$ cat src/hdl/idt_pkg.sv
// Purpose: Shared constants and carriers for the diagnostic and timing select registers.
// Assumes: Classic Wishbone slave with 32-bit data, one register per aligned word.
// Notes: Printed offsets are register indices; byte address is four times the index.
package idt_pkg;

	// ------------------------------------------------------------
	// Register indices and bus geometry
	// ------------------------------------------------------------
	localparam int ADDR_W = 14;
	localparam logic [11:0] IDX_LINK_SEL = 12'h409;
	localparam logic [11:0] IDX_ANOMALY = 12'h40b;
	localparam logic [11:0] IDX_ADDR_PROBE = 12'h40e;
	localparam logic [11:0] IDX_SCRATCH = 12'h40f;
	localparam logic [11:0] IDX_TIM_INDEX = 12'h410;
	localparam logic [11:0] IDX_TIM_DATA = 12'h411;
	localparam logic [11:0] IDX_IRQ_STATUS = 12'h420;
	localparam logic [11:0] IDX_IRQ_MASK = 12'h421;
	localparam int PROBE_BITS = 10;

	// ------------------------------------------------------------
	// Field positions and reset values
	// ------------------------------------------------------------
	localparam int LINK_MSB = 4;
	localparam int TIM_TYPE_MSB = 7;
	localparam int TIM_TYPE_LSB = 6;
	localparam int TIM_ID_MSB = 3;
	localparam int TIM_SRC_MSB = 5;
	localparam logic [7:0] SCRATCH_RST = 8'h00;
	localparam logic [7:0] TIM_INDEX_RST = 8'h00;
	localparam logic [7:0] TIM_INDEX_MASK = 8'hcf;
	localparam logic [7:0] TIM_DATA_MASK = 8'h3f;
	localparam logic [5:0] SRC_PORT_MAX = 6'h1f;
	localparam logic [5:0] SRC_SYSCLK = 6'h20;
	localparam logic [5:0] SRC_REFCLK = 6'h21;
	localparam logic [5:0] SRC_8K = 6'h22;
	localparam logic [3:0] GROUP_MAX = 4'hf;
	localparam logic [3:0] TRL_MAX = 4'h1;
	localparam int NUM_GROUPS = 16;
	localparam int NUM_TRL = 2;

	// ------------------------------------------------------------
	// Types
	// ------------------------------------------------------------
	typedef enum logic [1:0]
	{
		TIM_RX_REF,
		TIM_TX_REF,
		TIM_TRL_OUT,
		TIM_CLK_DIV
	} idt_tim_type_e;

	typedef struct packed
	{
		logic icpErr;
		logic unexpLabel;
		logic unexpLid;
		logic unexpGroupId;
		logic unexpM;
		logic unexpFrame;
		logic unexpOffset;
		logic icpMis;
	} idt_anomaly_s;

	typedef struct packed
	{
		logic [4:0] port;
		idt_anomaly_s events;
	} idt_link_event_s;

	typedef enum logic [1:0]
	{
		BUS_IDLE,
		BUS_ACK
	} idt_bus_e;

endpackage

$ cat src/hdl/idt_diag_timing_regs.sv
// Purpose: Link anomaly flags, address line probe, scratch register, and indirect timing selection.
// Assumes: One clock at 20 MHz, synchronous active-low reset, anomaly events on the same clock.
// Notes: Ack comes one cycle after a request is seen and falls the cycle after.
//
// Contract
// Anomaly flags only follow the link chosen by the link select register.
// Anomaly flags are read-only and clear when the host reads them, except a flag whose event coincides with the read.
// Bit 7 latches an errored control-cell anomaly until read.
// Bit 6 latches the unexpected label condition until read.
// Bit 5 latches unexpected link id, bit 4 unexpected group id.
// Bits 3, 2, 1 latch unexpected M, frame number and cell offset.
// Bit 0 latches a missing control-cell anomaly until read.
// Probe bit 0 is XOR of ten address bits of the previous access.
// Scratch register is 8-bit read/write, resets to zero, drives nothing.
// Index register selects the element that the data register then configures.
// Type field bits 7..6 selects rx ref, tx ref, output source or divisor.
// For types 0, 1, 3 the id bits 3..0 select a group.
// For type 2 id values 0 and 1 select output pin 0 or 1.
// Host writes zero to reserved index bits 5 and 4.
// Link select holds a 5-bit port address 0x00 to 0x1f.
// For types 0 and 1, data 0x00-0x1f port, 0x20 sysclk, 0x21 refclk.
// An event coinciding with a clearing read stays set after the read.
// Probe bit updates on every access and resets to zero.
//
// Chosen here: the Wishbone slave port.
module idt_diag_timing_regs
(
	// Clock and reset
	input wire logic clk,
	input wire logic rstn,
	// Wishbone slave
	input wire logic wbCyc,
	input wire logic wbStb,
	input wire logic wbWe,
	input wire logic [idt_pkg::ADDR_W-1:0] wbAdr,
	input wire logic [3:0] wbSel,
	input wire logic [31:0] wbDatW,
	output logic [31:0] wbDatR,
	output logic wbAck,
	// Anomaly events from the receive links
	input wire idt_pkg::idt_link_event_s linkEvent,
	// Selected diagnostic link and timing configuration
	output logic [4:0] diagPort,
	output logic [5:0] rxGroupSrc [idt_pkg::NUM_GROUPS],
	output logic [5:0] txGroupSrc [idt_pkg::NUM_GROUPS],
	output logic [3:0] groupClkDiv [idt_pkg::NUM_GROUPS],
	output logic [5:0] trlOutSrc [idt_pkg::NUM_TRL],
	// Interrupt
	output logic irq
);

	// ------------------------------------------------------------
	// Bus decode
	// ------------------------------------------------------------
	logic req;
	logic [11:0] idx;
	logic wrLane;
	logic rdAnomaly;
	logic wrEn;
	logic [7:0] wrByte;
	idt_pkg::idt_bus_e busState_reg;

	assign idx = wbAdr[idt_pkg::ADDR_W-1:2];
	assign req = wbCyc && wbStb && (busState_reg == idt_pkg::BUS_IDLE);
	assign wrLane = wbSel[0];
	assign wrEn = req && wbWe && wrLane;
	assign wrByte = wbDatW[7:0];
	assign rdAnomaly = req && !wbWe && (idx == idt_pkg::IDX_ANOMALY);

	always_ff @(posedge clk)
	begin
		if (!rstn)
			busState_reg <= idt_pkg::BUS_IDLE;
		else
		begin
			case (busState_reg)
				idt_pkg::BUS_IDLE:
					if (wbCyc && wbStb)
						busState_reg <= idt_pkg::BUS_ACK;
				idt_pkg::BUS_ACK:
					busState_reg <= idt_pkg::BUS_IDLE;
				default:
					busState_reg <= idt_pkg::BUS_IDLE;
			endcase
		end
	end

	// ------------------------------------------------------------
	// Link select and anomaly flags
	// ------------------------------------------------------------
	logic [4:0] linkSel_reg;
	idt_pkg::idt_anomaly_s anomaly_reg;
	idt_pkg::idt_anomaly_s anomalyHit;

	always_ff @(posedge clk)
	begin
		if (!rstn)
			linkSel_reg <= '0;
		else if (wrEn && idx == idt_pkg::IDX_LINK_SEL)
			linkSel_reg <= wrByte[idt_pkg::LINK_MSB:0];
	end

	// Events from other links are ignored.
	assign anomalyHit = (linkEvent.port == linkSel_reg) ? linkEvent.events : '0;

	always_ff @(posedge clk)
	begin
		if (!rstn)
			anomaly_reg <= '0;
		else if (rdAnomaly)
			anomaly_reg <= anomalyHit;
		else
			anomaly_reg <= anomaly_reg | anomalyHit;
	end

	// ------------------------------------------------------------
	// Address probe and scratch
	// ------------------------------------------------------------
	logic probe_reg;
	logic [7:0] scratch_reg;

	always_ff @(posedge clk)
	begin
		if (!rstn)
			probe_reg <= 1'b0;
		else if (req)
			probe_reg <= ^wbAdr[idt_pkg::PROBE_BITS+1:2];
	end

	always_ff @(posedge clk)
	begin
		if (!rstn)
			scratch_reg <= idt_pkg::SCRATCH_RST;
		else if (wrEn && idx == idt_pkg::IDX_SCRATCH)
			scratch_reg <= wrByte;
	end

	// ------------------------------------------------------------
	// Indirect timing selection
	// ------------------------------------------------------------
	logic [7:0] timIndex_reg;
	idt_pkg::idt_tim_type_e timType;
	logic [3:0] timId;
	logic wrTimData;
	logic [5:0] srcByte;
	logic [5:0] timReadback;

	always_ff @(posedge clk)
	begin
		if (!rstn)
			timIndex_reg <= idt_pkg::TIM_INDEX_RST;
		else if (wrEn && idx == idt_pkg::IDX_TIM_INDEX)
			timIndex_reg <= wrByte & idt_pkg::TIM_INDEX_MASK;
	end

	assign timType = idt_pkg::idt_tim_type_e'(
		timIndex_reg[idt_pkg::TIM_TYPE_MSB:idt_pkg::TIM_TYPE_LSB]);
	assign timId = timIndex_reg[idt_pkg::TIM_ID_MSB:0];
	assign wrTimData = wrEn && idx == idt_pkg::IDX_TIM_DATA;
	assign srcByte = wrByte[idt_pkg::TIM_SRC_MSB:0];

	always_ff @(posedge clk)
	begin
		if (!rstn)
		begin
			rxGroupSrc <= '{default: '0};
			txGroupSrc <= '{default: '0};
			groupClkDiv <= '{default: '0};
			trlOutSrc <= '{default: '0};
		end
		else if (wrTimData)
		begin
			case (timType)
				idt_pkg::TIM_RX_REF:
					if (srcByte <= idt_pkg::SRC_REFCLK)
						rxGroupSrc[timId] <= srcByte;
				idt_pkg::TIM_TX_REF:
					if (srcByte <= idt_pkg::SRC_REFCLK)
						txGroupSrc[timId] <= srcByte;
				idt_pkg::TIM_TRL_OUT:
					if (timId <= idt_pkg::TRL_MAX && srcByte <= idt_pkg::SRC_8K)
						trlOutSrc[timId[0]] <= srcByte;
				idt_pkg::TIM_CLK_DIV:
					groupClkDiv[timId] <= wrByte[idt_pkg::TIM_ID_MSB:0];
				default:
					;
			endcase
		end
	end

	always_comb
	begin
		case (timType)
			idt_pkg::TIM_RX_REF: timReadback = rxGroupSrc[timId];
			idt_pkg::TIM_TX_REF: timReadback = txGroupSrc[timId];
			idt_pkg::TIM_TRL_OUT: timReadback = trlOutSrc[timId[0]];
			idt_pkg::TIM_CLK_DIV: timReadback = {2'h0, groupClkDiv[timId]};
			default: timReadback = '0;
		endcase
	end

	// ------------------------------------------------------------
	// Interrupt status and mask
	// ------------------------------------------------------------
	logic [7:0] irqStatus_reg;
	logic [7:0] irqMask_reg;

	always_ff @(posedge clk)
	begin
		if (!rstn)
			irqMask_reg <= '0;
		else if (wrEn && idx == idt_pkg::IDX_IRQ_MASK)
			irqMask_reg <= wrByte;
	end

	// Set wins over a write-one clear in the same cycle.
	always_ff @(posedge clk)
	begin
		if (!rstn)
			irqStatus_reg <= '0;
		else if (wrEn && idx == idt_pkg::IDX_IRQ_STATUS)
			irqStatus_reg <= (irqStatus_reg & ~wrByte) | anomalyHit;
		else
			irqStatus_reg <= irqStatus_reg | anomalyHit;
	end

	always_ff @(posedge clk)
	begin
		if (!rstn)
			irq <= 1'b0;
		else
			irq <= |(irqStatus_reg & irqMask_reg);
	end

	// ------------------------------------------------------------
	// Read data and acknowledge
	// ------------------------------------------------------------
	logic [7:0] rdByte;

	always_comb
	begin
		case (idx)
			idt_pkg::IDX_LINK_SEL: rdByte = {3'h0, linkSel_reg};
			idt_pkg::IDX_ANOMALY: rdByte = anomaly_reg;
			idt_pkg::IDX_ADDR_PROBE: rdByte = {7'h00, probe_reg};
			idt_pkg::IDX_SCRATCH: rdByte = scratch_reg;
			idt_pkg::IDX_TIM_INDEX: rdByte = timIndex_reg;
			idt_pkg::IDX_TIM_DATA: rdByte = {2'h0, timReadback};
			idt_pkg::IDX_IRQ_STATUS: rdByte = irqStatus_reg;
			idt_pkg::IDX_IRQ_MASK: rdByte = irqMask_reg;
			default: rdByte = 8'h00;
		endcase
	end

	always_ff @(posedge clk)
	begin
		if (!rstn)
		begin
			wbAck <= 1'b0;
			wbDatR <= '0;
		end
		else
		begin
			wbAck <= req;
			if (req && !wbWe)
				wbDatR <= {24'h000000, rdByte};
		end
	end

	always_ff @(posedge clk)
	begin
		if (!rstn)
			diagPort <= '0;
		else
			diagPort <= linkSel_reg;
	end

	// ------------------------------------------------------------
	// Checks
	// ------------------------------------------------------------
	sticky_hold_a: assert property (@(posedge clk) disable iff (!rstn)
		anomaly_reg.icpErr && !rdAnomaly |=> anomaly_reg.icpErr)
		else $error("error flag dropped without a read");
	read_clear_a: assert property (@(posedge clk) disable iff (!rstn)
		rdAnomaly && anomalyHit == '0 |=> anomaly_reg == '0)
		else $error("anomaly flags not cleared by read");
	read_value_a: assert property (@(posedge clk) disable iff (!rstn)
		rdAnomaly |=> wbDatR[7:0] == $past(anomaly_reg) && wbAck)
		else $error("read did not return pre-read flags");
	event_kept_a: assert property (@(posedge clk) disable iff (!rstn)
		rdAnomaly && linkEvent.port == linkSel_reg && linkEvent.events.icpMis
		|=> anomaly_reg.icpMis)
		else $error("event lost on clearing read");
	other_link_a: assert property (@(posedge clk) disable iff (!rstn)
		linkEvent.port != linkSel_reg && !anomaly_reg.unexpLid |=> !anomaly_reg.unexpLid)
		else $error("flag set from unselected link");
	label_set_a: assert property (@(posedge clk) disable iff (!rstn)
		linkEvent.port == linkSel_reg && linkEvent.events.unexpLabel |=> anomaly_reg.unexpLabel)
		else $error("label flag not latched");
	probe_value_a: assert property (@(posedge clk) disable iff (!rstn)
		req |=> probe_reg == ^$past(wbAdr[11:2]))
		else $error("probe bit wrong");
	scratch_keep_a: assert property (@(posedge clk) disable iff (!rstn)
		wrEn && idx == idt_pkg::IDX_SCRATCH |=> ##1 scratch_reg == $past(wrByte, 2))
		else $error("scratch not stored");
	index_zero_a: assert property (@(posedge clk) disable iff (!rstn)
		timIndex_reg[5:4] == 2'h0)
		else $error("reserved index bits set");
	ack_once_a: assert property (@(posedge clk) disable iff (!rstn)
		wbAck |=> !wbAck)
		else $error("ack held two cycles");
	err_set_a: assert property (@(posedge clk) disable iff (!rstn)
		linkEvent.port == linkSel_reg && linkEvent.events.icpErr |=> anomaly_reg.icpErr)
		else $error("error flag not latched");
	lid_set_a: assert property (@(posedge clk) disable iff (!rstn)
		linkEvent.port == linkSel_reg && linkEvent.events.unexpLid |=> anomaly_reg.unexpLid)
		else $error("link id flag not latched");
	group_id_set_a: assert property (@(posedge clk) disable iff (!rstn)
		linkEvent.port == linkSel_reg && linkEvent.events.unexpGroupId |=> anomaly_reg.unexpGroupId)
		else $error("group id flag not latched");
	m_value_set_a: assert property (@(posedge clk) disable iff (!rstn)
		linkEvent.port == linkSel_reg && linkEvent.events.unexpM |=> anomaly_reg.unexpM)
		else $error("frame length flag not latched");
	mis_set_a: assert property (@(posedge clk) disable iff (!rstn)
		linkEvent.port == linkSel_reg && linkEvent.events.icpMis |=> anomaly_reg.icpMis)
		else $error("missing cell flag not latched");
	flags_ro_a: assert property (@(posedge clk) disable iff (!rstn)
		wrEn && idx == idt_pkg::IDX_ANOMALY |=> anomaly_reg == ($past(anomaly_reg) | $past(anomalyHit)))
		else $error("anomaly flags changed by a write");

	// ------------------------------------------------------------
	// Checks on probe, scratch and link select
	// ------------------------------------------------------------
	probe_idle_a: assert property (@(posedge clk) disable iff (!rstn)
		!req |=> probe_reg == $past(probe_reg))
		else $error("probe changed without an access");
	scratch_idle_a: assert property (@(posedge clk) disable iff (!rstn)
		!(wrEn && idx == idt_pkg::IDX_SCRATCH) |=> scratch_reg == $past(scratch_reg))
		else $error("scratch changed without a write");
	link_sel_a: assert property (@(posedge clk) disable iff (!rstn)
		wrEn && idx == idt_pkg::IDX_LINK_SEL
		|=> linkSel_reg == $past(wrByte[idt_pkg::LINK_MSB:0]))
		else $error("link select not stored");
	diag_port_a: assert property (@(posedge clk) disable iff (!rstn)
		rstn |=> diagPort == $past(linkSel_reg))
		else $error("diagnostic port does not follow link select");

	// ------------------------------------------------------------
	// Checks on the timing selection
	// ------------------------------------------------------------
	index_keep_a: assert property (@(posedge clk) disable iff (!rstn)
		!(wrEn && idx == idt_pkg::IDX_TIM_INDEX) |=> timIndex_reg == $past(timIndex_reg))
		else $error("index changed without a write");
	rx_src_set_a: assert property (@(posedge clk) disable iff (!rstn)
		wrTimData && timType == idt_pkg::TIM_RX_REF && srcByte <= idt_pkg::SRC_REFCLK
		|=> rxGroupSrc[$past(timId)] == $past(srcByte))
		else $error("receive source not stored");
	rx_src_range_a: assert property (@(posedge clk) disable iff (!rstn)
		wrTimData && timType == idt_pkg::TIM_RX_REF && srcByte > idt_pkg::SRC_REFCLK
		|=> rxGroupSrc[$past(timId)] == $past(rxGroupSrc[timId]))
		else $error("out of range receive source stored");
	tx_src_set_a: assert property (@(posedge clk) disable iff (!rstn)
		wrTimData && timType == idt_pkg::TIM_TX_REF && srcByte <= idt_pkg::SRC_REFCLK
		|=> txGroupSrc[$past(timId)] == $past(srcByte))
		else $error("transmit source not stored");
	trl_src_set_a: assert property (@(posedge clk) disable iff (!rstn)
		wrTimData && timType == idt_pkg::TIM_TRL_OUT && timId <= idt_pkg::TRL_MAX
		&& srcByte <= idt_pkg::SRC_8K |=> trlOutSrc[$past(timId[0])] == $past(srcByte))
		else $error("output pin source not stored");
	trl_id_range_a: assert property (@(posedge clk) disable iff (!rstn)
		wrTimData && timType == idt_pkg::TIM_TRL_OUT && timId > idt_pkg::TRL_MAX
		|=> trlOutSrc[0] == $past(trlOutSrc[0]) && trlOutSrc[1] == $past(trlOutSrc[1]))
		else $error("output pin source changed by a bad id");
	clk_div_set_a: assert property (@(posedge clk) disable iff (!rstn)
		wrTimData && timType == idt_pkg::TIM_CLK_DIV
		|=> groupClkDiv[$past(timId)] == $past(wrByte[idt_pkg::TIM_ID_MSB:0]))
		else $error("clock divisor not stored");
	tim_ack_a: assert property (@(posedge clk) disable iff (!rstn)
		wrTimData |=> wbAck)
		else $error("timing data write not acknowledged");

endmodule

$ cat config.mk
export PLATFORM = sky130hd
export DESIGN_NAME = idt_diag_timing_regs
export DESIGN_NICKNAME = d
export VERILOG_FILES = /design/src/hdl/idt_pkg.sv /design/src/hdl/idt_diag_timing_regs.sv
export SDC_FILE = /design/constraint.sdc
export NUM_CORES = 1
export LEC_CHECK = 0
export ABC_AREA = 1
export BUFFER_PORTS_ARGS = -buffer_cell sky130_fd_sc_hd__buf_2
export CORE_MARGIN = 2
export CORE_UTILIZATION = 37
export DETAILED_ROUTE_END_ITERATION = 8
export PLACE_DENSITY_LB_ADDON = 0.05
export RECOVER_POWER = 25
export SETUP_SLACK_MARGIN = 0.4
export SYNTH_ARGS = -nofsm -noshare
export SYNTH_HDL_FRONTEND = slang
export SYNTH_SLANG_ARGS = --single-unit
$ cat constraint.sdc
create_clock -name clk -period 6.4 [get_ports clk]
set_clock_uncertainty 0.2 [all_clocks]
set_input_delay 0 -clock clk [delete_from_list [all_inputs] [get_ports clk]]
set_output_delay 0 -clock clk [all_outputs]
set_load 0.01 [all_outputs]
==> results of run 1 <==
-- power by group --
group	internal [uW]	total, uW	switching, uW
sequential	2040	2050	1.62
clock	1330	2250	916
combinational	52.5	174	122
total	3430	4470	1040
-- cells in the mapped netlist, types with 14 or more instances --
cell type	instances	area [um^2]
sky130_fd_sc_hd__a211oi_1	21	158
sky130_fd_sc_hd__a21oi_1	309	1550
sky130_fd_sc_hd__buf_2	30	150
sky130_fd_sc_hd__buf_4	25	188
sky130_fd_sc_hd__clkbuf_1	102	383
sky130_fd_sc_hd__dfxtp_1	328	6570
sky130_fd_sc_hd__inv_1	268	1010
sky130_fd_sc_hd__nand2_1	631	2370
sky130_fd_sc_hd__nand3_1	84	420
sky130_fd_sc_hd__nand4_1	14	87.6
sky130_fd_sc_hd__nor2_1	80	300
sky130_fd_sc_hd__o21ai_0	282	1410
sky130_fd_sc_hd__o21ai_1	38	190
-- how the worst min path moves through the flow --
stage | to | slack [ns] | cells past startpoint
2_1_floorplan | anomaly_reg[0] | -0.03 | 2
3_3_place_gp | irqStatus_reg[5] | 0.10 | 3
3_5_place_dp | anomaly_reg[0] | 0.11 | 3
4_1_cts | trlOutSrc[7] | 0.003 | 4
5_1_grt | groupClkDiv[21] | 0.04 | 4
6_report | groupClkDiv[57] | 0.03 | 4
-- layout make-up --
class | instances | area share
multi-input cells | 1557 | 0.387
flip-flops and latches | 328 | 0.350
repair buffers | 380 | 0.105
clock buffers | 57 | 0.0615
inverters | 275 | 0.0550
well taps | 539 | 0.0359
clock inverters | 12 | 0.00612
-- cell usage in the layout, fill, tap and decap left out, types with 2 or more instances in the layout --
master	netlist	routed
sky130_fd_sc_hd__a211oi_1	21	21
sky130_fd_sc_hd__a21oi_1	309	309
sky130_fd_sc_hd__a221oi_1	3	3
sky130_fd_sc_hd__a22o_1	3	3
sky130_fd_sc_hd__buf_2	30	173
sky130_fd_sc_hd__buf_4	25	18
sky130_fd_sc_hd__bufinv_16	0	2
sky130_fd_sc_hd__clkbuf_1	102	157
sky130_fd_sc_hd__clkbuf_16	0	41
sky130_fd_sc_hd__clkbuf_8	0	7
sky130_fd_sc_hd__clkinv_2	1	10
sky130_fd_sc_hd__clkinvlp_4	0	2
sky130_fd_sc_hd__conb_1	1	24
sky130_fd_sc_hd__dfxtp_1	328	326
sky130_fd_sc_hd__dlygate4sd3_1	0	41
sky130_fd_sc_hd__ha_1	12	12
sky130_fd_sc_hd__inv_1	268	268
sky130_fd_sc_hd__inv_2	5	4
sky130_fd_sc_hd__nand2_1	631	631
sky130_fd_sc_hd__nand2_4	12	12
sky130_fd_sc_hd__nand3_1	84	84
sky130_fd_sc_hd__nand3b_1	2	2
sky130_fd_sc_hd__nand4_1	14	14
sky130_fd_sc_hd__nor2_1	80	79
sky130_fd_sc_hd__nor2_2	9	9
sky130_fd_sc_hd__nor2_4	2	3
sky130_fd_sc_hd__nor3_1	3	3
sky130_fd_sc_hd__nor4_1	2	2
sky130_fd_sc_hd__o211ai_1	4	4
sky130_fd_sc_hd__o21ai_0	282	282
sky130_fd_sc_hd__o21ai_1	38	38
sky130_fd_sc_hd__o21ai_2	3	3
sky130_fd_sc_hd__o221ai_1	3	3
sky130_fd_sc_hd__xnor2_1	3	3
sky130_fd_sc_hd__xor2_1	5	5
-- worst max-delay path, delay by kind of cell, from the launching register on --
family | cells | cell delay, ns
AND/OR/NAND/NOR | 10 | 1.15
AO/OA/AOI/OAI | 1 | 0.18
buffers and inverters | 2 | 1.19
flip-flops | 1 | 0.84
-- logic make-up after synthesis --
kind of cell | synth area share
fa+ha+maj | 0.00957
buf+inv | 0.123
compound gates | 0.220
simple gates | 0.224
other cells | 0.000239
xor+xnor | 0.00447
flops | 0.419
-- stage by stage --
stage | hold slack [ns] | instances
after global placement | 0.103 | 3038
after CTS | 0.00302 | 3148
after detailed placement | 0.111 | 3038
after floorplan | -0.0337 | 2339
final | 0.0260 | 3148
after global routing | 0.0406 | 3148
-- metal layers --
metal,GRT usage,vias up
li1,-,7941
met1,0.365,7269
met2,0.441,487
met3,0.0470,79
met4,0.0849,0
met5,0,-
==> results_tabular.tex, run 1 <==
\begin{tabular}{lr}
\hline
Metric & Value \\
\hline
\multicolumn{2}{l}{\textbf{Run status}} \\
Result of the run & finished with violations \\
Violations in the final reports & capacitance limit, slew limit \\
\multicolumn{2}{l}{\textbf{CTS}} \\
Clock tree from TritonCTS & built \\
Clock Sink Count & 328 \\
Post-CTS Resized & 0 \\
Inserted Clock Buffers & 40 \\
Clock transition at the register clock pins on the worst setup and hold paths after CTS & 0.06 ns \\
Count of hold buffers inserted by post-cts repair & 41 \\
Clock Path Buffers & 3 \\
Post-CTS repair timing setup buffer count & 0 \\
Depth of the CTS H-tree & 2 \\
Clock Tree Root & sky130\_fd\_sc\_hd\_\_clkbuf\_16 \\
Clock Latency Late Sink & 0.55 ns \\
\multicolumn{2}{l}{\textbf{Placed design}} \\
Gpl congestion & 0.827 \\
Input/output buffers & 321 \\
DP Wirelength & 41700 um \\
Worst slack at placement & 2.73 ns \\
Cell area reported after detailed placement & 0.0173 mm\^{}2 \\
\multicolumn{2}{l}{\textbf{Detailed routing}} \\
Highest metal layer used by the detailed router & met4 \\
DRC violations left & 0 \\
Wirelength per Cell & 19.4 um \\
DRT Pass-1 Iters & 6 \\
DRT Wirelength & 61000 um \\
Total number of vias & 15776 \\
DRC violation total after the first TritonRoute iteration & 1231 \\
Routed metal-1 wirelength & 27600 um \\
Average via count per standard cell & 5.01 \\
Wire length on met3 & 3690 um \\
Antenna viol nets, final & 0 \\
DR WL met2 & 28000 um \\
\multicolumn{2}{l}{\textbf{Setup path}} \\
CP most frequent cell & sky130\_fd\_sc\_hd\_\_nand2\_1 \\
Worst-path cell with the longest stage delay & sky130\_fd\_sc\_hd\_\_dfxtp\_2 \\
Reg-to-reg critical path startpoint & timIndex\_reg[1] \\
CP Launch Type & flip-flop \\
Arrival time at the worst endpoint & 3.95 ns \\
R2R Path End & wbDatR[3] \\
Type of the worst setup path & flip-flop to flip-flop \\
Reg-to-reg setup timing slack & 2.72 ns \\
R2r worst-path depth & 13 \\
Source of the critical timing path & timIndex\_reg[1] \\
CP max stage delay & 0.84 ns \\
Critical Path End Type & flip-flop \\
Largest fanout of any net on the critical path & 35 \\
Crit path cell chain & clkinv\_2 -> buf\_4 -> nand2\_1 -> nand2\_1 -> nand2\_1 -> nand2\_1 -> nor2\_1 -> nor2\_1 -> nor2\_1 -> nand2\_1 -> nand2\_1 -> nand2\_1 -> a21oi\_1 \\
Data required time at the worst endpoint & 6.67 ns \\
Critical path endpoint & wbDatR[3] \\
\multicolumn{2}{l}{\textbf{STA}} \\
Worst slew margin & -0.615 \\
Pins Over Slew Limit & 59 \\
Final setup violation count & 0 \\
Unrepaired setup endpoints after global routing & no \\
Endpoints failing hold & 0 \\
Max Freq & 0.272 GHz \\
Setup TNS & 0 ns \\
Pin slew with the least headroom to its limit & 2.42 ns \\
Worst Setup Slack, final & 2.72 ns \\
Final worst path period need & 3.68 ns \\
Final cycle utilization of the critical path & 0.575 \\
\multicolumn{2}{l}{\textbf{Yosys}} \\
Post-synth design cell area & 0.0157 mm\^{}2 \\
Distinct cell type count after synthesis & 42 \\
FFs w/ async S/R, synth & 0 \\
Top flip-flop cell by instance count after synthesis & sky130\_fd\_sc\_hd\_\_dfxtp\_1 \\
Yosys warning total & 0 \\
Instance count of the mapped netlist & 2316 \\
Seq cells post-synth & 328 \\
Post-synth EDFFs & 0 \\
Seq/Total Area, Yosys & 0.419 \\
Synthesized area divided by synthesized cell count & 6.77 um\^{}2 \\
\multicolumn{2}{l}{\textbf{Power and ir drop}} \\
Largest vdd supply drop & 0.151 mV \\
Power per standard cell area & 238 mW/mm\^{}2 \\
LEAKAGE & 0.00759 uW \\
Sum of internal, switching and leakage power & 4470 uW \\
\multicolumn{2}{l}{\textbf{Floorplanning}} \\
Total I/O pin count & 375 \\
Core footprint & 0.0419 mm\^{}2 \\
Vertical die dimension & 210 um \\
Horizontal die dimension & 210 um \\
Die Area & 0.0440 mm\^{}2 \\
Total number of placement rows & 75 \\
Starting Density & 0.375 \\
\multicolumn{2}{l}{\textbf{Global route}} \\
Wire length of the first global-routing pass & 90800 um \\
Remaining global-route overflow & 0 \\
Pin count of the biggest net entering global routing & 104 \\
Overall routing resource usage & 0.271 \\
Vias in the first global route & 14559 \\
Initial antenna violation count & 0 \\
\multicolumn{2}{l}{\textbf{Worst hold path}} \\
Min-Delay Path Class & input pin to flip-flop \\
Min-delay src & wbDatW[1] \\
\multicolumn{2}{l}{\textbf{Cells and area}} \\
Core occupancy in the finished layout & 0.449 \\
Footprint of the multi-input gates & 0.00728 mm\^{}2 \\
Ant. Diodes & 0 \\
Fraction of final layout cells with drive strength greater than 1 & 0.112 \\
Footprint of the flip-flops and latches & 0.00657 mm\^{}2 \\
Number of fillers in the final layout & 4503 \\
Number of nets at the end of the flow & 2662 \\
Final cell area excluding filler cells & 0.0188 mm\^{}2 \\
Area growth, synth to finish & 19.9\% \\
Largest registers & rxGroupSrc x96, txGroupSrc x96, groupClkDiv x64 \\
\multicolumn{2}{l}{\textbf{Job}} \\
Number of maximum-capacitance violations & 1 \\
\hline
\end{tabular}
Power figures use the tool's default switching activity.
==> inputs of run 2 (changes only) <==
==> constraint.sdc (replaced) <==
create_clock -name clk -period 3.5 [get_ports clk]
set_clock_uncertainty 0.2 [all_clocks]
set_input_delay 0 -clock clk [delete_from_list [all_inputs] [get_ports clk]]
set_output_delay 0 -clock clk [all_outputs]
set_load 0.01 [all_outputs]
==> run 2 against run 1 <==
The run still ends with capacitance limit, slew limit left. Critical path depth shrank 6. Sequential share of layout area down 0.52 points. Worst setup slack got worse by 2.1 ns. Register-to-register slack worse by 2.1 ns. Combinational power up 91%. Hold slack better by 0.013 ns. Sequential power up 82%. Via count increased by 1.6%. Global-route usage up 0.13 points. Fmax grew 30%. Final cell count up 0.95%. Clock-buffer cell count grew 4. Largest cell class unchanged.
==> results_tabular.tex, run 2 (same netlist as run 1, synthesis figures left out) <==
\begin{tabular}{lr}
\hline
Metric & Value \\
\hline
\multicolumn{2}{l}{\textbf{Run status}} \\
Result of the run & finished with violations \\
Violations in the final reports & capacitance limit, slew limit \\
\multicolumn{2}{l}{\textbf{CTS}} \\
Clock Latency Late Sink & 0.56 ns \\
Clock Sink Count & 328 \\
Clock Path Buffers & 3 \\
Inserted Clock Buffers & 40 \\
Clock transition at the register clock pins on the worst setup and hold paths after CTS & 0.06 ns \\
Clock Tree Root & sky130\_fd\_sc\_hd\_\_clkbuf\_16 \\
Depth of the CTS H-tree & 2 \\
Clock tree from TritonCTS & built \\
\multicolumn{2}{l}{\textbf{Floorplanning}} \\
Vertical die dimension & 210 um \\
Total number of placement rows & 75 \\
Starting Density & 0.375 \\
Horizontal die dimension & 210 um \\
Die Area & 0.0440 mm\^{}2 \\
Core footprint & 0.0419 mm\^{}2 \\
Total I/O pin count & 375 \\
\multicolumn{2}{l}{\textbf{Detailed routing}} \\
DRT Pass-1 Iters & 5 \\
Average via count per standard cell & 5.04 \\
Total number of vias & 16022 \\
Wirelength per Cell & 19.4 um \\
DRC violations left & 0 \\
DRC violation total after the first TritonRoute iteration & 1323 \\
Antenna viol nets, final & 0 \\
DRT Wirelength & 61600 um \\
\multicolumn{2}{l}{\textbf{Setup path}} \\
Type of the worst setup path & flip-flop to flip-flop \\
R2R Path End & anomaly\_reg[5] \\
Reg-to-reg setup timing slack & 0.66 ns \\
CP max stage delay & 0.67 ns \\
Reg-to-reg critical path startpoint & busState\_reg[0] \\
Data required time at the worst endpoint & 3.74 ns \\
Largest fanout of any net on the critical path & 8 \\
Crit path cell chain & nand3b\_1 -> dlygate4sd3\_1 -> nor2\_2 -> nand2\_1 -> nand2\_1 -> a21oi\_1 -> dlygate4sd3\_1 \\
Critical Path End Type & flip-flop \\
Worst-path cell with the longest stage delay & sky130\_fd\_sc\_hd\_\_dlygate4sd3\_1 \\
R2r worst-path depth & 7 \\
CP Launch Type & flip-flop \\
Arrival time at the worst endpoint & 3.07 ns \\
\multicolumn{2}{l}{\textbf{Cells and area}} \\
Ant. Diodes & 0 \\
Fraction of final layout cells with drive strength greater than 1 & 0.117 \\
Most used cells in the layout excluding fill and tap cells & sky130\_fd\_sc\_hd\_\_nand2\_1, sky130\_fd\_sc\_hd\_\_dfxtp\_1, sky130\_fd\_sc\_hd\_\_a21oi\_1, sky130\_fd\_sc\_hd\_\_o21ai\_0, sky130\_fd\_sc\_hd\_\_inv\_1 \\
Commonest non-fill, non-tap cell in the layout & sky130\_fd\_sc\_hd\_\_nand2\_1 \\
Number of nets at the end of the flow & 2694 \\
Area growth, synth to finish & 21.7\% \\
Final cell area excluding filler cells & 0.0191 mm\^{}2 \\
Number of fillers in the final layout & 4511 \\
Largest registers & rxGroupSrc x96, txGroupSrc x96, groupClkDiv x64 \\
\multicolumn{2}{l}{\textbf{Power and ir drop}} \\
Power per standard cell area & 429 mW/mm\^{}2 \\
Largest vdd supply drop & 0.248 mV \\
LEAKAGE & 0.00775 uW \\
\multicolumn{2}{l}{\textbf{Global route}} \\
Wire length of the first global-routing pass & 91100 um \\
Overall routing resource usage & 0.272 \\
Pin count of the biggest net entering global routing & 230 \\
Remaining global-route overflow & 0 \\
Vias in the first global route & 14588 \\
Initial antenna violation count & 0 \\
\multicolumn{2}{l}{\textbf{Placed design}} \\
DP Wirelength & 42800 um \\
Input/output buffers & 321 \\
Gpl congestion & 0.859 \\
Cell area reported after detailed placement & 0.0175 mm\^{}2 \\
\multicolumn{2}{l}{\textbf{STA}} \\
Worst slew margin & -0.544 \\
Unrepaired setup endpoints after global routing & no \\
Max Freq & 0.352 GHz \\
Final cycle utilization of the critical path & 0.811 \\
Final worst path period need & 2.84 ns \\
Endpoints failing hold & 0 \\
Pins Over Slew Limit & 230 \\
Setup TNS & 0 ns \\
Pin slew with the least headroom to its limit & 2.32 ns \\
Final setup violation count & 0 \\
\multicolumn{2}{l}{\textbf{Worst hold path}} \\
Depth of the worst hold-timing path & 7 \\
Min-delay src & wbStb \\
Endpoint of the worst hold path & groupClkDiv[4] \\
Min-Delay Path Class & input pin to flip-flop \\
\multicolumn{2}{l}{\textbf{Job}} \\
Number of maximum-capacitance violations & 1 \\
\hline
\end{tabular}
[run 2: layer usage]
layer,routed length (um),track usage,vias up
li1,-,-,8018
met1,28000,0.374,7423
met2,28300,0.440,498
met3,3670,0.0468,83
met4,1530,0.0761,0
met5,0,0,-
[run 2: layout make-up]
type                    instances  area (um^2)  share of cell area
flip-flops and latches        328         6570               0.344
clock buffers                  61         1180              0.0619
well taps                     539          674              0.0353
multi-input cells            1557         7290               0.382
inverters                     275         1030              0.0542
clock inverters                 6         80.1             0.00420
repair buffers                412         2250               0.118
[run 2: where the power goes]
group / internal, uW / switching [uW]
Sequential: 3740 / 2.37
Clock: 2450 / 1660
Combinational: 104 / 228
[run 2: through the flow]
stage          total power [uW]   util  cells  hold slack [ns]  worst slack (ns)
2_1_floorplan              4020      -   2339          -0.0337              1.47
3_3_place_gp               4110  0.419   3061            0.109             0.643
3_5_place_dp               4110  0.419   3061            0.106             0.596
4_1_cts                    8260  0.461   3178           0.0175             0.548
5_1_grt                    8430  0.456   3178           0.0704             0.457
6_report                   8180  0.456   3178           0.0391             0.661
[run 2: worst max-delay path by stage]
stage,cells after the start,from,to
6_report,7,busState_reg[0],anomaly_reg[5]
5_1_grt,13,timIndex_reg[0],wbDatR[5]
3_5_place_dp,6,timIndex_reg[0],rxGroupSrc[21]
3_3_place_gp,6,timIndex_reg[0],rxGroupSrc[20]
4_1_cts,7,busState_reg[0],anomaly_reg[5]
2_1_floorplan,9,busState_reg[0],txGroupSrc[72]
[run 2: critical path: cells and delay by family (launching register included)]
kind / cells / cell delay, ns
flip-flops: 1 / 0.29
buffers and inverters: 2 / 1.27
AO/OA/AOI/OAI: 1 / 0.07
AND/OR/NAND/NOR: 4 / 0.87
[run 2: repair_timing]
action | CTS | global route
hold endpoints to repair | 166 | 0
setup buffers | 0 | 0
endpoints found under the setup margin | 0 | 8
hold buffers | 50 | 0
gates resized for setup | 0 | 2
==> inputs of run 3 (changes only) <==
--- a/config.mk
+++ b/config.mk
@@ -5,7 +5,7 @@
 export SDC_FILE = /design/constraint.sdc
 export NUM_CORES = 1
 export LEC_CHECK = 0
-export ABC_AREA = 1
+export ABC_AREA = 0
 export BUFFER_PORTS_ARGS = -buffer_cell sky130_fd_sc_hd__buf_2
 export CORE_MARGIN = 2
 export CORE_UTILIZATION = 37
==> constraint.sdc (replaced) <==
create_clock -name clk -period 2.4 [get_ports clk]
set_clock_uncertainty 0.2 [all_clocks]
set_input_delay 0 -clock clk [delete_from_list [all_inputs] [get_ports clk]]
set_output_delay 0 -clock clk [all_outputs]
set_load 0.01 [all_outputs]
==> run 3 against run 2 <==
The run now ends clean. Final area grew 19%. Synthesized area shrank 4.9%. Critical path depth grew 1. Utilization grew 11 points. First-iteration DRC count shrank 14%. Via count shrank 8.2%. Highest routed layer is now met5. Clock-buffer cell count shrank 8. Critical path type unchanged. Die area shrank 4.9%.
==> results_tabular.tex, run 3 <==
\begin{tabular}{lr}
\hline
Metric & Value \\
\hline
\multicolumn{2}{l}{\textbf{Yosys}} \\
Distinct cell type count after synthesis & 63 \\
Top cell type by total area after synthesis & sky130\_fd\_sc\_hd\_\_dfxtp\_1 \\
Instance count of the mapped netlist & 1580 \\
Seq/Total Area, Yosys & 0.440 \\
Yosys warning total & 0 \\
Commonest cells in the netlist & sky130\_fd\_sc\_hd\_\_dfxtp\_1, sky130\_fd\_sc\_hd\_\_nand3\_1, sky130\_fd\_sc\_hd\_\_nand2\_1 \\
Top flip-flop cell by instance count after synthesis & sky130\_fd\_sc\_hd\_\_dfxtp\_1 \\
Synth top area share & 0.440 \\
Post-synth design cell area & 0.0149 mm\^{}2 \\
Cells taking the most area after synthesis & sky130\_fd\_sc\_hd\_\_dfxtp\_1, sky130\_fd\_sc\_hd\_\_mux2i\_1, sky130\_fd\_sc\_hd\_\_mux4\_2 \\
FFs w/ async S/R, synth & 0 \\
Post-synth EDFFs & 0 \\
Dominant cell by count in the synthesized netlist & sky130\_fd\_sc\_hd\_\_dfxtp\_1 \\
Seq cells post-synth & 328 \\
Synthesized area divided by synthesized cell count & 9.43 um\^{}2 \\
\multicolumn{2}{l}{\textbf{Setup path}} \\
CP Launch Type & flip-flop \\
Largest fanout of any net on the critical path & 4 \\
R2r worst-path depth & 8 \\
Critical Path End Type & flip-flop \\
Type of the worst setup path & flip-flop to flip-flop \\
Data required time at the worst endpoint & 2.64 ns \\
Arrival time at the worst endpoint & 2.62 ns \\
\multicolumn{2}{l}{\textbf{Global route}} \\
Wire length of the first global-routing pass & 91100 um \\
Overall routing resource usage & 0.294 \\
Remaining global-route overflow & 0 \\
Vias in the first global route & 13681 \\
Initial antenna violation count & 1 \\
Pin count of the biggest net entering global routing & 77 \\
\multicolumn{2}{l}{\textbf{CTS}} \\
Depth of the CTS H-tree & 2 \\
Clock transition at the register clock pins on the worst setup and hold paths after CTS & 0.06 ns \\
Clock Path Buffers & 3 \\
Inserted Clock Buffers & 38 \\
Clock Tree Root & sky130\_fd\_sc\_hd\_\_clkbuf\_16 \\
Clock tree from TritonCTS & built \\
Clock Latency Late Sink & 0.56 ns \\
Clock Sink Count & 328 \\
\multicolumn{2}{l}{\textbf{STA}} \\
Endpoints failing hold & 0 \\
Pin slew with the least headroom to its limit & 1.12 ns \\
Final worst path period need & 2.38 ns \\
Post-route worst hold slack & 0.0352 ns \\
Final setup violation count & 0 \\
Unrepaired setup endpoints after global routing & yes \\
Pins Over Slew Limit & 0 \\
Worst slew margin & 0.255 \\
Setup TNS & 0 ns \\
Worst Setup Slack, final & 0.0157 ns \\
Final cycle utilization of the critical path & 0.993 \\
Max Freq & 0.419 GHz \\
\multicolumn{2}{l}{\textbf{Cells and area}} \\
Footprint of the flip-flops and latches & 0.00659 mm\^{}2 \\
Area growth, synth to finish & 52.0\% \\
Largest registers & rxGroupSrc x96, txGroupSrc x96, groupClkDiv x64 \\
Ant. Diodes & 0 \\
Fraction of final layout cells with drive strength greater than 1 & 0.428 \\
Filler-free cell count of the finished design & 2630 \\
Number of fillers in the final layout & 3517 \\
Most used cells in the layout excluding fill and tap cells & sky130\_fd\_sc\_hd\_\_dfxtp\_1, sky130\_fd\_sc\_hd\_\_buf\_2, sky130\_fd\_sc\_hd\_\_nand3\_2, sky130\_fd\_sc\_hd\_\_clkbuf\_1, sky130\_fd\_sc\_hd\_\_mux2i\_1 \\
Footprint of the multi-input gates & 0.00960 mm\^{}2 \\
Commonest non-fill, non-tap cell in the layout & sky130\_fd\_sc\_hd\_\_dfxtp\_1 \\
Number of nets at the end of the flow & 2159 \\
\multicolumn{2}{l}{\textbf{Worst hold path}} \\
Depth of the worst hold-timing path & 7 \\
Min-Delay Path Class & input pin to flip-flop \\
\multicolumn{2}{l}{\textbf{Power and ir drop}} \\
Net Sw Power & 2790 uW \\
LEAKAGE & 0.00803 uW \\
Largest vdd supply drop & 0.392 mV \\
Clk network pwr share & 0.501 \\
Relative contribution of combinational cells to total power & 0.043 \\
Register share of total power & 0.456 \\
Power per standard cell area & 527 mW/mm\^{}2 \\
Internal cell power & 9150 uW \\
Sum of internal, switching and leakage power & 11900 uW \\
Proportion of total power due to net switching & 0.234 \\
\multicolumn{2}{l}{\textbf{Floorplanning}} \\
Die Area & 0.0419 mm\^{}2 \\
Total number of placement rows & 73 \\
Starting Density & 0.375 \\
Vertical die dimension & 205 um \\
Horizontal die dimension & 205 um \\
Total I/O pin count & 375 \\
Core footprint & 0.0397 mm\^{}2 \\
\multicolumn{2}{l}{\textbf{Detailed routing}} \\
DRC violation total after the first TritonRoute iteration & 1144 \\
Wirelength per Cell & 25.5 um \\
DRC violations left & 0 \\
DRT Pass-1 Iters & 7 \\
Total number of vias & 14714 \\
Average via count per standard cell & 5.59 \\
DRT Wirelength & 67000 um \\
Antenna viol nets, final & 0 \\
\multicolumn{2}{l}{\textbf{Placed design}} \\
Worst slack at placement & -0.0748 ns \\
DP Wirelength & 42800 um \\
Input/output buffers & 321 \\
Placed cell count & 2413 \\
Gpl congestion & 0.862 \\
\multicolumn{2}{l}{\textbf{Run status}} \\
Result of the run & complete, no violations \\
\multicolumn{2}{l}{\textbf{Job}} \\
Number of maximum-capacitance violations & 0 \\
\hline
\end{tabular}
## run 3: cell types whose count changed after synthesis, sizes merged, moves of 36 or more
| cell | delta |
|---|---|
| a22oi | +42 |
| clkbuf | -36 |
| mux2i | +147 |
| a21oi | -242 |
| nand3 | +132 |
| inv | -260 |
| o21ai | -186 |
| mux4 | +55 |
| nand2 | -481 |
## run 3: metal layers
| metal | share of wire | global-route usage |
|---|---|---|
| met4 | 0.035 | 0.101 |
| met3 | 0.069 | 0.0614 |
| met2 | 0.48 | 0.482 |
| met1 | 0.41 | 0.382 |
| met5 | 0.00019 | 0 |
## run 3: path summary, 6_finish.rpt
| check | startpoint | to | slack [ns] |
|---|---|---|---|
| min | wbDatW[2] | trlOutSrc[1] | 0.04 |
| min reg2reg | anomaly_reg[4] | anomaly_reg[4] | 0.27 |
| max | timIndex_reg[0] | wbDatR[2] | 0.02 |
| max reg2reg | timIndex_reg[0] | wbDatR[2] | 0.02 |
## run 3: kinds of logic (layout without fill, tap and decap cells)
kind of cell | after synthesis | in the layout | share of synthesized area
multiplexers | 205 | 205 | 0.184
XOR/XNOR | 9 | 9 | 0.00529
AO/OA/AOI/OAI | 291 | 291 | 0.116
buffers and inverters | 178 | 671 | 0.0590
other | 1 | 24 | 0.000252
flip-flops | 328 | 328 | 0.440
adder cells (fa/ha/maj) | 12 | 12 | 0.0101
AND/OR/NAND/NOR | 556 | 565 | 0.185
## run 3: repair_timing
action | in CTS | in global routing
gates resized for setup | 298 | 312
pin swaps | 80 | 147
endpoints found under the hold margin | 182 | 0
cloned | 18 | 15
setup buffers | 51 | 35
hold buffers | 32 | 0
setup endpoints to repair | 268 | 312
## run 3: critical path, cell delays in order, from the launching register on
cell and delay, ns:
sky130_fd_sc_hd__dfxtp_4 0.40, sky130_fd_sc_hd__buf_12 0.14, sky130_fd_sc_hd__buf_4 0.11, sky130_fd_sc_hd__mux4_2 0.54, sky130_fd_sc_hd__nor3_1 0.20, sky130_fd_sc_hd__a31oi_1 0.10, sky130_fd_sc_hd__a21oi_2 0.26, sky130_fd_sc_hd__o41ai_2 0.11
sky130_fd_sc_hd__a31o_2 0.20
## run 3: cell type report
cell class / instances / area share
clock buffers: 53 / 0.0489
clock inverters: 13 / 0.00712
repair buffers: 592 / 0.199
flip-flops and latches: 328 / 0.291
multi-input cells: 1106 / 0.424
well taps: 525 / 0.0290
inverters: 13 / 0.00221
## run 3: through the flow
stage	cell area, um^2	util
2_1_floorplan	15300	-
3_3_place_gp	17700	0.446
3_5_place_dp	17700	0.446
4_1_cts	21100	0.531
5_1_grt	22700	0.570
6_report	22700	0.570
## run 3: power groups by stage
stage	clock (uW)	sequential [uW]	combinational [uW]
2_1_floorplan	0	5570	261
3_3_place_gp	0	5570	396
3_5_place_dp	0	5570	396
4_1_cts	6070	5450	469
5_1_grt	6310	5450	542
6_report	5980	5450	509
